$ cat src/ccs_pkg.sv
// Package of constants and types for the charge cycle sequencer
package ccs_pkg;
   // Register indices; the control path uses one word each
   localparam logic [3:0] CCS_ADDR_CTRL    = 4'h0;  // 0: hiz, 1: inhibit
   localparam logic [3:0] CCS_ADDR_ICC     = 4'h2;  // Fast charge current
   localparam logic [3:0] CCS_ADDR_TERMINATION_CURRENT_LEVEL   = 4'h3;  // Term/pre current
   localparam logic [3:0] CCS_ADDR_VREG    = 4'h4;  // Target voltage
   localparam logic [3:0] CCS_ADDR_TERM    = 4'h5;  // Term enable / hold
   localparam logic [3:0] CCS_ADDR_SYS     = 4'h7;  // System target
   localparam logic [3:0] CCS_ADDR_STATUS  = 4'h9;  // Phase and faults
   // Field positions
   localparam int CCS_CTRL_HIZ_BIT     = 0;
   localparam int CCS_CTRL_INH_BIT     = 1;
   localparam int CCS_TERM_EN_BIT      = 4;
   localparam int CCS_TERM_HOLD_BIT    = 0;
   localparam int CCS_VREG_LSB         = 2;
   // Reset values
   localparam logic [7:0] CCS_CTRL_RST  = 8'h00;
   localparam logic [7:0] CCS_ICC_RST   = 8'h0B;
   localparam logic [7:0] CCS_TERMINATION_CURRENT_LEVEL_RST = 8'h01;
   localparam logic [7:0] CCS_VREG_RST  = 8'hA0;
   localparam logic [7:0] CCS_TERM_RST  = 8'h10;
   localparam logic [7:0] CCS_SYS_RST   = 8'h00;
   // Timing, in the printed units, and cycle counts at 250 MHz
   localparam longint CCS_CLK_HZ       = 64'd250_000_000;
   localparam longint CCS_IMMUNITY_US  = 64'd200;
   localparam longint CCS_TERM_DGL_MS  = 64'd3200;
   localparam longint CCS_PRE_TMO_S    = 64'd3600;
   localparam longint CCS_IMMUNITY_CYC = CCS_CLK_HZ / 64'd1_000_000
                                         * CCS_IMMUNITY_US;
   localparam longint CCS_TERM_DGL_CYC = CCS_CLK_HZ / 64'd1000
                                         * CCS_TERM_DGL_MS;
   localparam longint CCS_PRE_TMO_CYC  = CCS_CLK_HZ * CCS_PRE_TMO_S;
   localparam int     CCS_TW           = 48;
   typedef enum logic [2:0] {
      CCS_IDLE, CCS_PRE, CCS_FAST, CCS_CV, CCS_TERM_WAIT, CCS_DONE,
      CCS_FAULT
   } ccs_phase_t;
   // Status codes shown to software
   localparam logic [1:0] CCS_STAT_OFF   = 2'h0;
   localparam logic [1:0] CCS_STAT_PRE   = 2'h1;
   localparam logic [1:0] CCS_STAT_CHG   = 2'h2;
   localparam logic [1:0] CCS_STAT_DONE  = 2'h3;
endpackage : ccs_pkg

$ cat src/ccs_regs.sv
// Control register file with one-cycle read data
`timescale 1ns/1ps
module ccs_regs import ccs_pkg::*; (
   input  wire logic       ref_clk_i,
   input  wire logic       srst_i,
   input  wire logic [3:0] addr_i,
   input  wire logic [7:0] wdata_i,
   input  wire logic       wr_i,
   input  wire logic       rd_i,
   input  wire logic [7:0] status_i,
   output logic [7:0]      rdata_o,
   output logic [7:0]      ctrl_o,
   output logic [7:0]      icc_o,
   output logic [7:0]      termination_current_level_o,
   output logic [7:0]      vreg_o,
   output logic [7:0]      term_o,
   output logic [7:0]      sys_o
);
   typedef struct packed {
      logic [7:0] ctrl, icc, termination_current_level, vreg, term, sys, rdata;
   } ccs_reg_t;
   ccs_reg_t s_q;
   ccs_reg_t s_d;
   always_comb begin
      s_d = s_q;
      s_d.rdata = 8'h00;
      if (wr_i) begin
         case (addr_i)
            CCS_ADDR_CTRL:  s_d.ctrl  = {6'h00, wdata_i[1:0]};
            CCS_ADDR_ICC:   s_d.icc   = {2'h0, wdata_i[5:0]};
            CCS_ADDR_TERMINATION_CURRENT_LEVEL: s_d.termination_current_level = {4'h0, wdata_i[3:0]};
            CCS_ADDR_VREG:  s_d.vreg  = wdata_i;
            CCS_ADDR_TERM:  s_d.term  = wdata_i;
            CCS_ADDR_SYS:   s_d.sys   = {4'h0, wdata_i[3:0]};
            default: ;
         endcase
      end
      if (rd_i) begin
         case (addr_i)
            CCS_ADDR_CTRL:   s_d.rdata = s_q.ctrl;
            CCS_ADDR_ICC:    s_d.rdata = s_q.icc;
            CCS_ADDR_TERMINATION_CURRENT_LEVEL:  s_d.rdata = s_q.termination_current_level;
            CCS_ADDR_VREG:   s_d.rdata = s_q.vreg;
            CCS_ADDR_TERM:   s_d.rdata = s_q.term;
            CCS_ADDR_SYS:    s_d.rdata = s_q.sys;
            CCS_ADDR_STATUS: s_d.rdata = status_i;
            default:         s_d.rdata = 8'h00;
         endcase
      end
   end
   always_ff @(posedge ref_clk_i) begin
      if (srst_i) begin
         s_q <= {CCS_CTRL_RST, CCS_ICC_RST, CCS_TERMINATION_CURRENT_LEVEL_RST, CCS_VREG_RST,
                 CCS_TERM_RST, CCS_SYS_RST, 8'h00};
      end else begin
         s_q <= s_d;
      end
   end
   assign rdata_o = s_q.rdata;
   assign ctrl_o  = s_q.ctrl;
   assign icc_o   = s_q.icc;
   assign termination_current_level_o = s_q.termination_current_level;
   assign vreg_o  = s_q.vreg;
   assign term_o  = s_q.term;
   assign sys_o   = s_q.sys;
endmodule : ccs_regs

$ cat src/ccs_sequencer.sv
// Charge cycle sequencer top: source check, switches, charge phases
// Operation
// - Input pass switch opens at once when input leaves its normal range.
// - Good input must stay normal for 200 us before switch closes.
// - Only srst_i resets the registers; input undervoltage returns the phase to idle.
// - Hi-Z bit forces input switch off; inhibit forces battery off charging.
// - System target is a four-bit field at register 07h.
// - Pre-charge depleted battery to threshold with termination-current code.
// - Pre-charge not done by one-hour timer stops cycle with timeout fault.
// - Above threshold enter fast charge using six-bit current field.
// - At target voltage switch constant current to constant voltage.
// - Termination enabled: 3.2 s delay at termination current, then done.
// - Hold bit set keeps constant voltage and reports charging.
// - Termination disabled keeps constant voltage and reports charging.
// - New cycle on power recycle, enable or recharge, when fault free.
// - After done, recharge when battery below threshold and input good.
// - Recharge allowed only with termination on and hold off.
// - Battery overvoltage suspends charging at once and flags a fault.
// - Over-temperature reduces charge current.
// - Without input the battery switch is fully on.
// - Safety timer starts on fast charge, restarts on cycle or toggles.
// - Thermistor out of window pauses charging, resumes when back.
`timescale 1ns/1ps
module ccs_sequencer import ccs_pkg::*; #(
   parameter longint IMMUNITY_CYC = CCS_IMMUNITY_CYC,
   parameter longint TERM_DGL_CYC = CCS_TERM_DGL_CYC,
   parameter longint PRE_TMO_CYC  = CCS_PRE_TMO_CYC,
   parameter longint SAFE_TMO_CYC = CCS_PRE_TMO_CYC * 64'd5
) (
   input  wire logic       ref_clk_i,
   input  wire logic       srst_i,
   input  wire logic [3:0] addr_i,
   input  wire logic [7:0] wdata_i,
   input  wire logic       wr_i,
   input  wire logic       rd_i,
   output logic [7:0]      rdata_o,
   input  wire logic       in_uvlo_ok_i,
   input  wire logic       in_ovp_i,
   input  wire logic       batt_above_pre_i,
   input  wire logic       batt_at_target_i,
   input  wire logic       batt_below_rech_i,
   input  wire logic       batt_ovp_i,
   input  wire logic       termination_current_level_reached_i,
   input  wire logic       ntc_ok_i,
   input  wire logic       die_hot_i,
   input  wire logic       charge_req_i,
   output logic            input_pass_switch_o,
   output logic            battery_switch_o,
   output logic            charging_o,
   output logic            cv_mode_o,
   output logic            current_reduce_o,
   output logic [5:0]      charge_current_code_o,
   output logic [5:0]      battery_target_voltage_o,
   output logic [3:0]      sys_target_o,
   output logic [1:0]      charge_status_o,
   output logic            timeout_fault_o,
   output logic            batt_ovp_fault_o,
   output logic            ntc_fault_o
);
   typedef struct packed {
      ccs_phase_t phase;
      logic       in_good;
      logic       in_good_p;
      logic       ipass;
      logic       bsw;
      logic       chg;
      logic       cv;
      logic       hot;
      logic [5:0] icode;
      logic [5:0] vcode;
      logic [3:0] scode;
      logic [1:0] stat;
      logic       tmo;
      logic       bovp;
      logic       ntcf;
      logic       hiz_p;
      logic       inh_p;
      logic       req_p;
   } ccs_state_t;

   ccs_state_t s_q;
   ccs_state_t s_d;

   logic [7:0] ctrl, icc, termination_current_level, vreg, term, sys, status;
   logic       in_norm, hiz, inh, term_en, term_hold;
   logic       imm_done, pre_done, dgl_done, safe_done;
   logic       new_cycle, cycle_ok, timer_clr;

   function automatic logic [CCS_TW-1:0] lim(input longint c);
      lim = (c < 64'd1) ? CCS_TW'(1) : c[CCS_TW-1:0];
   endfunction : lim

   assign status = {2'b00, s_q.ntcf, s_q.bovp, s_q.tmo, s_q.cv, s_q.stat};

   ccs_regs u_regs (
      .ref_clk_i (ref_clk_i),
      .srst_i    (srst_i),
      .addr_i    (addr_i),
      .wdata_i   (wdata_i),
      .wr_i      (wr_i),
      .rd_i      (rd_i),
      .status_i  (status),
      .rdata_o   (rdata_o),
      .ctrl_o    (ctrl),
      .icc_o     (icc),
      .termination_current_level_o   (termination_current_level),
      .vreg_o    (vreg),
      .term_o    (term),
      .sys_o     (sys)
   );

   assign hiz       = ctrl[CCS_CTRL_HIZ_BIT];
   assign inh       = ctrl[CCS_CTRL_INH_BIT];
   assign term_en   = term[CCS_TERM_EN_BIT];
   assign term_hold = term[CCS_TERM_HOLD_BIT];
   assign in_norm   = in_uvlo_ok_i && !in_ovp_i;

   // Timer clear: new cycle, hiz release edge, any inhibit edge
   assign timer_clr = new_cycle || (s_q.hiz_p && !hiz)
                      || (s_q.inh_p != inh);

   ccs_timer u_imm (
      .ref_clk_i (ref_clk_i),
      .srst_i    (srst_i),
      .clr_i     (1'b0),
      .run_i     (in_norm),
      .limit_i   (lim(IMMUNITY_CYC)),
      .done_o    (imm_done)
   );
   ccs_timer u_pre (
      .ref_clk_i (ref_clk_i),
      .srst_i    (srst_i),
      .clr_i     (timer_clr),
      .run_i     (s_q.phase == CCS_PRE),
      .limit_i   (lim(PRE_TMO_CYC)),
      .done_o    (pre_done)
   );
   ccs_timer u_dgl (
      .ref_clk_i (ref_clk_i),
      .srst_i    (srst_i),
      .clr_i     (timer_clr),
      .run_i     (s_q.phase == CCS_TERM_WAIT),
      .limit_i   (lim(TERM_DGL_CYC)),
      .done_o    (dgl_done)
   );
   ccs_timer u_safe (
      .ref_clk_i (ref_clk_i),
      .srst_i    (srst_i),
      .clr_i     (timer_clr),
      .run_i     (s_q.phase == CCS_FAST || s_q.phase == CCS_CV
                  || s_q.phase == CCS_TERM_WAIT),
      .limit_i   (lim(SAFE_TMO_CYC)),
      .done_o    (safe_done)
   );

   // Faults and inhibit that block a new cycle
   assign cycle_ok = ntc_ok_i && !s_q.tmo && !batt_ovp_i && !inh;
   assign new_cycle = cycle_ok && s_q.in_good && (
                        (s_q.in_good && !s_q.in_good_p)
                        || (charge_req_i && !s_q.req_p)
                        || (s_q.inh_p && !inh)
                        || (s_q.phase == CCS_DONE && batt_below_rech_i
                            && term_en && !term_hold));

   always_comb begin
      s_d = s_q;
      s_d.hiz_p     = hiz;
      s_d.inh_p     = inh;
      s_d.req_p     = charge_req_i;
      s_d.in_good_p = s_q.in_good;
      // Good source only after immunity window
      s_d.in_good = in_norm && (imm_done || s_q.in_good);
      s_d.ipass   = in_norm && s_d.in_good && !hiz;
      s_d.scode   = sys[3:0];
      s_d.vcode   = vreg[7:CCS_VREG_LSB];
      s_d.hot     = die_hot_i;
      s_d.bovp    = batt_ovp_i;
      s_d.ntcf    = !ntc_ok_i && s_q.phase != CCS_IDLE
                    && s_q.phase != CCS_DONE && s_q.phase != CCS_FAULT;
      if (!s_q.in_good) begin
         s_d.phase = CCS_IDLE;
      end else if (new_cycle) begin
         s_d.phase = batt_above_pre_i ? CCS_FAST : CCS_PRE;
         s_d.tmo   = 1'b0;
      end else begin
         case (s_q.phase)
            CCS_PRE: begin
               if (batt_above_pre_i) begin
                  s_d.phase = CCS_FAST;
               end else if (pre_done) begin
                  s_d.phase = CCS_FAULT;
                  s_d.tmo   = 1'b1;
               end
            end
            CCS_FAST: begin
               if (safe_done) begin
                  s_d.phase = CCS_FAULT;
                  s_d.tmo   = 1'b1;
               end else if (batt_at_target_i) begin
                  s_d.phase = CCS_CV;
               end
            end
            CCS_CV: begin
               if (safe_done) begin
                  s_d.phase = CCS_FAULT;
                  s_d.tmo   = 1'b1;
               end else if (termination_current_level_reached_i && term_en) begin
                  s_d.phase = CCS_TERM_WAIT;
               end
            end
            CCS_TERM_WAIT: begin
               if (!term_en) begin
                  s_d.phase = CCS_CV;
               end else if (dgl_done && !term_hold) begin
                  s_d.phase = CCS_DONE;
               end
            end
            CCS_DONE, CCS_IDLE, CCS_FAULT: ;
            default: s_d.phase = CCS_IDLE;
         endcase
      end
      // Charging is paused by faults but phase is kept
      s_d.chg = s_d.in_good && !inh && !batt_ovp_i && ntc_ok_i
                && (s_d.phase == CCS_PRE || s_d.phase == CCS_FAST
                    || s_d.phase == CCS_CV
                    || s_d.phase == CCS_TERM_WAIT);
      s_d.cv  = s_d.chg && (s_d.phase == CCS_CV
                            || s_d.phase == CCS_TERM_WAIT);
      s_d.icode = (s_d.phase == CCS_PRE) ? {2'b00, termination_current_level[3:0]}
                                         : icc[5:0];
      // Without input battery fully on; inhibit only matters outside idle and done
      s_d.bsw = !s_d.in_good ? 1'b1
                : (s_d.chg || !(inh && s_d.phase != CCS_IDLE
                   && s_d.phase != CCS_DONE));
      case (s_d.phase)
         CCS_PRE:  s_d.stat = CCS_STAT_PRE;
         CCS_FAST, CCS_CV, CCS_TERM_WAIT: s_d.stat = CCS_STAT_CHG;
         CCS_DONE: s_d.stat = CCS_STAT_DONE;
         default:  s_d.stat = CCS_STAT_OFF;
      endcase
   end

   always_ff @(posedge ref_clk_i) begin
      if (srst_i) begin
         s_q <= '0;
      end else begin
         s_q <= s_d;
      end
   end

   assign input_pass_switch_o      = s_q.ipass;
   assign battery_switch_o         = s_q.bsw;
   assign charging_o               = s_q.chg;
   assign cv_mode_o                = s_q.cv;
   assign current_reduce_o         = s_q.hot;
   assign charge_current_code_o    = s_q.icode;
   assign battery_target_voltage_o = s_q.vcode;
   assign sys_target_o             = s_q.scode;
   assign charge_status_o          = s_q.stat;
   assign timeout_fault_o          = s_q.tmo;
   assign batt_ovp_fault_o         = s_q.bovp;
   assign ntc_fault_o              = s_q.ntcf;
endmodule : ccs_sequencer

$ cat src/ccs_timer.sv
// Cycle timer with clear and run, flags expiry as a level
`timescale 1ns/1ps
module ccs_timer import ccs_pkg::*; #(
   parameter int W = CCS_TW
) (
   input  wire logic         ref_clk_i,
   input  wire logic         srst_i,
   input  wire logic         clr_i,
   input  wire logic         run_i,
   input  wire logic [W-1:0] limit_i,
   output logic              done_o
);
   typedef struct packed {
      logic [W-1:0] cnt;
      logic         done;
   } ccs_tmr_t;
   ccs_tmr_t s_q;
   ccs_tmr_t s_d;
   always_comb begin
      s_d = s_q;
      if (clr_i || !run_i) begin
         s_d.cnt  = '0;
         s_d.done = 1'b0;
      end else if (s_q.cnt + W'(1) >= limit_i) begin
         s_d.done = 1'b1;
      end else begin
         s_d.cnt = s_q.cnt + W'(1);
      end
   end
   always_ff @(posedge ref_clk_i) begin
      if (srst_i) begin
         s_q <= '0;
      end else begin
         s_q <= s_d;
      end
   end
   assign done_o = s_q.done;
endmodule : ccs_timer

$ cat config.mk
export PLATFORM = sky130hd
export DESIGN_NAME = ccs_sequencer
export DESIGN_NICKNAME = d
export VERILOG_FILES = /design/src/ccs_pkg.sv /design/src/ccs_regs.sv /design/src/ccs_sequencer.sv /design/src/ccs_timer.sv
export SDC_FILE = /design/constraint.sdc
export NUM_CORES = 1
export LEC_CHECK = 0
export BUFFER_PORTS_ARGS = -buffer_cell sky130_fd_sc_hd__buf_4
export CAP_MARGIN = 15
export CORE_MARGIN = 3
export CORE_UTILIZATION = 35
export DETAILED_ROUTE_END_ITERATION = 12
export PLACE_DENSITY = 0.54
export SLEW_MARGIN = 20
export SYNTH_ARGS = -nofsm -noshare
export SYNTH_HDL_FRONTEND = slang
export SYNTH_SLANG_ARGS = --single-unit
$ cat constraint.sdc
create_clock -name ref_clk_i -period 3.5 [get_ports ref_clk_i]
set_input_delay 0.175 -clock ref_clk_i [delete_from_list [all_inputs] [get_ports ref_clk_i]]
set_output_delay 0.175 -clock ref_clk_i [all_outputs]
set_load 0.1 [all_outputs]
==> summary.txt <==
Status - finished, final reports clean
Grt ovf - 0
Count leader, synth - dfxtp_1
Pwr/cell area - 378.2 mW/mm²
CTS tree - done
Logic pwr share - 2.8%
First-pass GRT wire length - 66,900 µm
# rows - 75
Placed Cells incl. Taps - 2,426
Max Slew Vio Count - 0
CTS sink count - 270
Post-Route WL - 40,090 µm
Ports - 60
Vias in the first global route - 13,420
GR Util All Layers - 17.45%
Required @ worst endpoint - 3950 ps
Max Freq - 301.9 MHz
DR WL/cell - 16.00 µm
TritonRoute pass-1 iters - 5
Main combinational cell family by area after synthesis - simple AND/OR/NAND/NOR gates
Longest Clk Path Bufs - 3
Clk slew on worst S/H paths - 60 ps
Initial antenna violation count - 0
Final ANT Viol Nets - 0
Starting density of the core - 35.58%
Die Wd - 212.9 µm
Gate Count Post-Synth - 1,861
Post-synth top area cell - dfxtp_1
FF-to-FF path depth - 13
Post-synthesis mux area share - 2.621%
Synth Area in Compound Gates - 15.81%
Number of synthesized register bits - 270
Layout area overhead - 18.64%
Synth Area in Adders - 0.5008%
Critical path class - reg -> reg
Most used DFF post-synth - dfxtp_1
Critical path startpoint category - flip-flop
Vias per std cell - 5.686
Fillers - 4,174
Critical path capture point type - flip-flop
Critical Path AT - 3770 ps
Top cell type's share of synthesized area - 36.06%
1st-iter DRT viols - 1,037
DRC - 0
H-tree levels - 2
Vias - 14,240
Leakage power - 6.088 nW
Cts bufs inserted - 34
TNS Setup - 0 ps
Yosys cell types - 87
Hold path depth - 3
Worst skew pair latency - 540 ps
Crit path max fanout - 20
Clock Tree Root - clkbuf_16
Port Buf Inserts - 59
Final worst path period share - 94.62%
Post-synth top cells - dfxtp_1, nand2_1, nor2_1, a21oi_1, nand3_1
Synth top area cells - dfxtp_1, a21oi_1, nand3_1, nand2_1, nor2_1
Final period demand of the worst path - 3312 ps
Largest net degree at the start of global routing - 75
Core Region - 0.04213 mm²
Post-Syn Nets - 1,893
Net Sw Frac - 22.45%
Layout cells sized above 1 - 15.01%
Placer Congestion - 0.8854
Simple-Gate Fraction of Synth Area - 35.78%
NumNets Final - 1,975
EDFF count, synth - 0
DP HPWL - 28,170 µm
Switching power total - 1.510 mW
YS warnings - 0
Slew @ Worst Pin - 772.1 ps
VDD IR max - 0.3004 mV
Max cap viols - 0
Die Y - 212.9 µm
Worst clock skew - 28.15 ps
Ys async rst share - 0%
HP Class - in -> reg
Slew margin rel. - 48.52%
Internal power - 5.216 mW
Clock network fraction of total power - 51.2%
DIE AREA - 0.04535 mm²
Final Hold Viols - 0
Synthesized cell area - 0.01499 mm²
Seq/Total Area, Yosys - 36.06%
Final setup fails - 0
Finished Layout Cells - 2,505
Post-Synth XOR/XNOR Area - 4.265%
Post-Syn Area per Cell - 8.054 µm²
Sequential power share - 46.0%
N_diodes - 0
critical path, stage by stage (launching register included):
cell	delay (ps)
dfxtp_1	400
ha_2	230
and3_1	220
buf_4	140
and2_1	170
nand3_1	200
or3_1	410
xnor2_1	150
and4_1	200
nor4b_4	130
buf_4	170
buf_4	190
or4_1	470
a21oi_1	160
logic make-up (layout without fill, tap and decap cells):
logic type | after synthesis | in the layout
AND/OR/NAND/NOR | 937 | 937
AO/OA/AOI/OAI | 369 | 369
flip-flops | 270 | 270
buffers and inverters | 167 | 272
XOR/XNOR | 73 | 73
multiplexers | 39 | 39
adder cells (fa/ha/maj) | 6 | 6
what timing repair did:
action	4_1_cts	5_1_grt
gates resized for setup	2	29
setup buffers	0	4
endpoints found under the setup margin	21	141
hold endpoints to repair	40	0
pin swaps	0	4
hold buffers	16	0
cells in the final DEF, fill, tap and decap left out, types with 49 or more instances in the layout:
cell	count
and3_1	75
nor2_1	132
a21oi_1	117
nand3_1	115
o21ai_0	60
dfxtp_1	264
nand2_1	143
or4_1	59
o31ai_1	53
buf_4	167
nand4_1	79
and2_1	49
registers in the layout, indices dropped and copies added, names as in the netlist, 2 cells and up:
| signal | flops |
|---|---|
| u_dgl.s_q | 48 |
| u_pre.s_q | 48 |
| u_regs.vreg_o | 8 |
| u_imm.s_q | 48 |
| u_regs.rdata_o | 8 |
| sys_target_o | 4 |
| charge_status_o | 2 |
| u_safe.s_q | 48 |
| battery_target_voltage_o | 6 |
| u_regs.term_o | 8 |
| u_regs.icc_o | 6 |
| u_regs.ctrl_o | 2 |
| s_q | 7 |
| u_regs.sys_o | 4 |
| charge_current_code_o | 6 |
| u_regs.termination_current_level_o | 4 |
worst paths after layout:
kind                     from               end  slack [ps]
max reg2reg      u_pre.s_q[1]     u_pre.s_q[18]         190
max              u_pre.s_q[1]     u_pre.s_q[18]         190
min          batt_above_pre_i           s_q[31]          40
min reg2reg  u_regs.term_o[7]  u_regs.term_o[7]         460
through the flow:
| stage | cell area (µm²) | power [mW] | worst slack [ps] | hold WS (ps) | util (%) |
|---|---|---|---|---|---|
| after floorplan | 14990 | 3.275 | 266.3 | 254.1 | - |
| after global placement | 16370 | 3.337 | -70.63 | 390.0 | 38.85 |
| after detailed placement | 16370 | 3.337 | -97.60 | 394.0 | 38.85 |
| after CTS | 17640 | 6.848 | 42.27 | 10.42 | 41.86 |
| after global routing | 17780 | 6.980 | -19.29 | 50.13 | 42.21 |
| final | 17780 | 6.726 | 188.1 | 37.62 | 42.21 |
power by group through the flow:
stage	clock (mW)	combinational [mW]	sequential, mW
after global placement	0	0.175	3.16
final	3.44	0.189	3.10
after global routing	3.69	0.200	3.09
after floorplan	0	0.0983	3.18
after detailed placement	0	0.175	3.16
after CTS	3.56	0.189	3.09
layout make-up:
| type | instances | area, µm² | area share, % |
|---|---|---|---|
| multi-input combinational | 1424 | 8990 | 50.55 |
| sequential | 270 | 5413 | 30.44 |
| timing repair buffer | 188 | 1514 | 8.513 |
| clock buffer | 44 | 948.4 | 5.333 |
| tap | 539 | 674.4 | 3.792 |
| clock inverter | 15 | 150.1 | 0.8443 |
| inverter | 25 | 93.84 | 0.5277 |
metal layers:
| layer | vias up | track usage (%) | part of all wire (%) |
|---|---|---|---|
| met5 | - | 0 | 0 |
| li1 | 7116 | - | - |
| met4 | 0 | 5.299 | 2.4 |
| met1 | 6755 | 23.67 | 47 |
| met2 | 299 | 28.40 | 46 |
| met3 | 74 | 3.100 | 4.1 |
No activity file was read; power rests on OpenSTA's default activity.
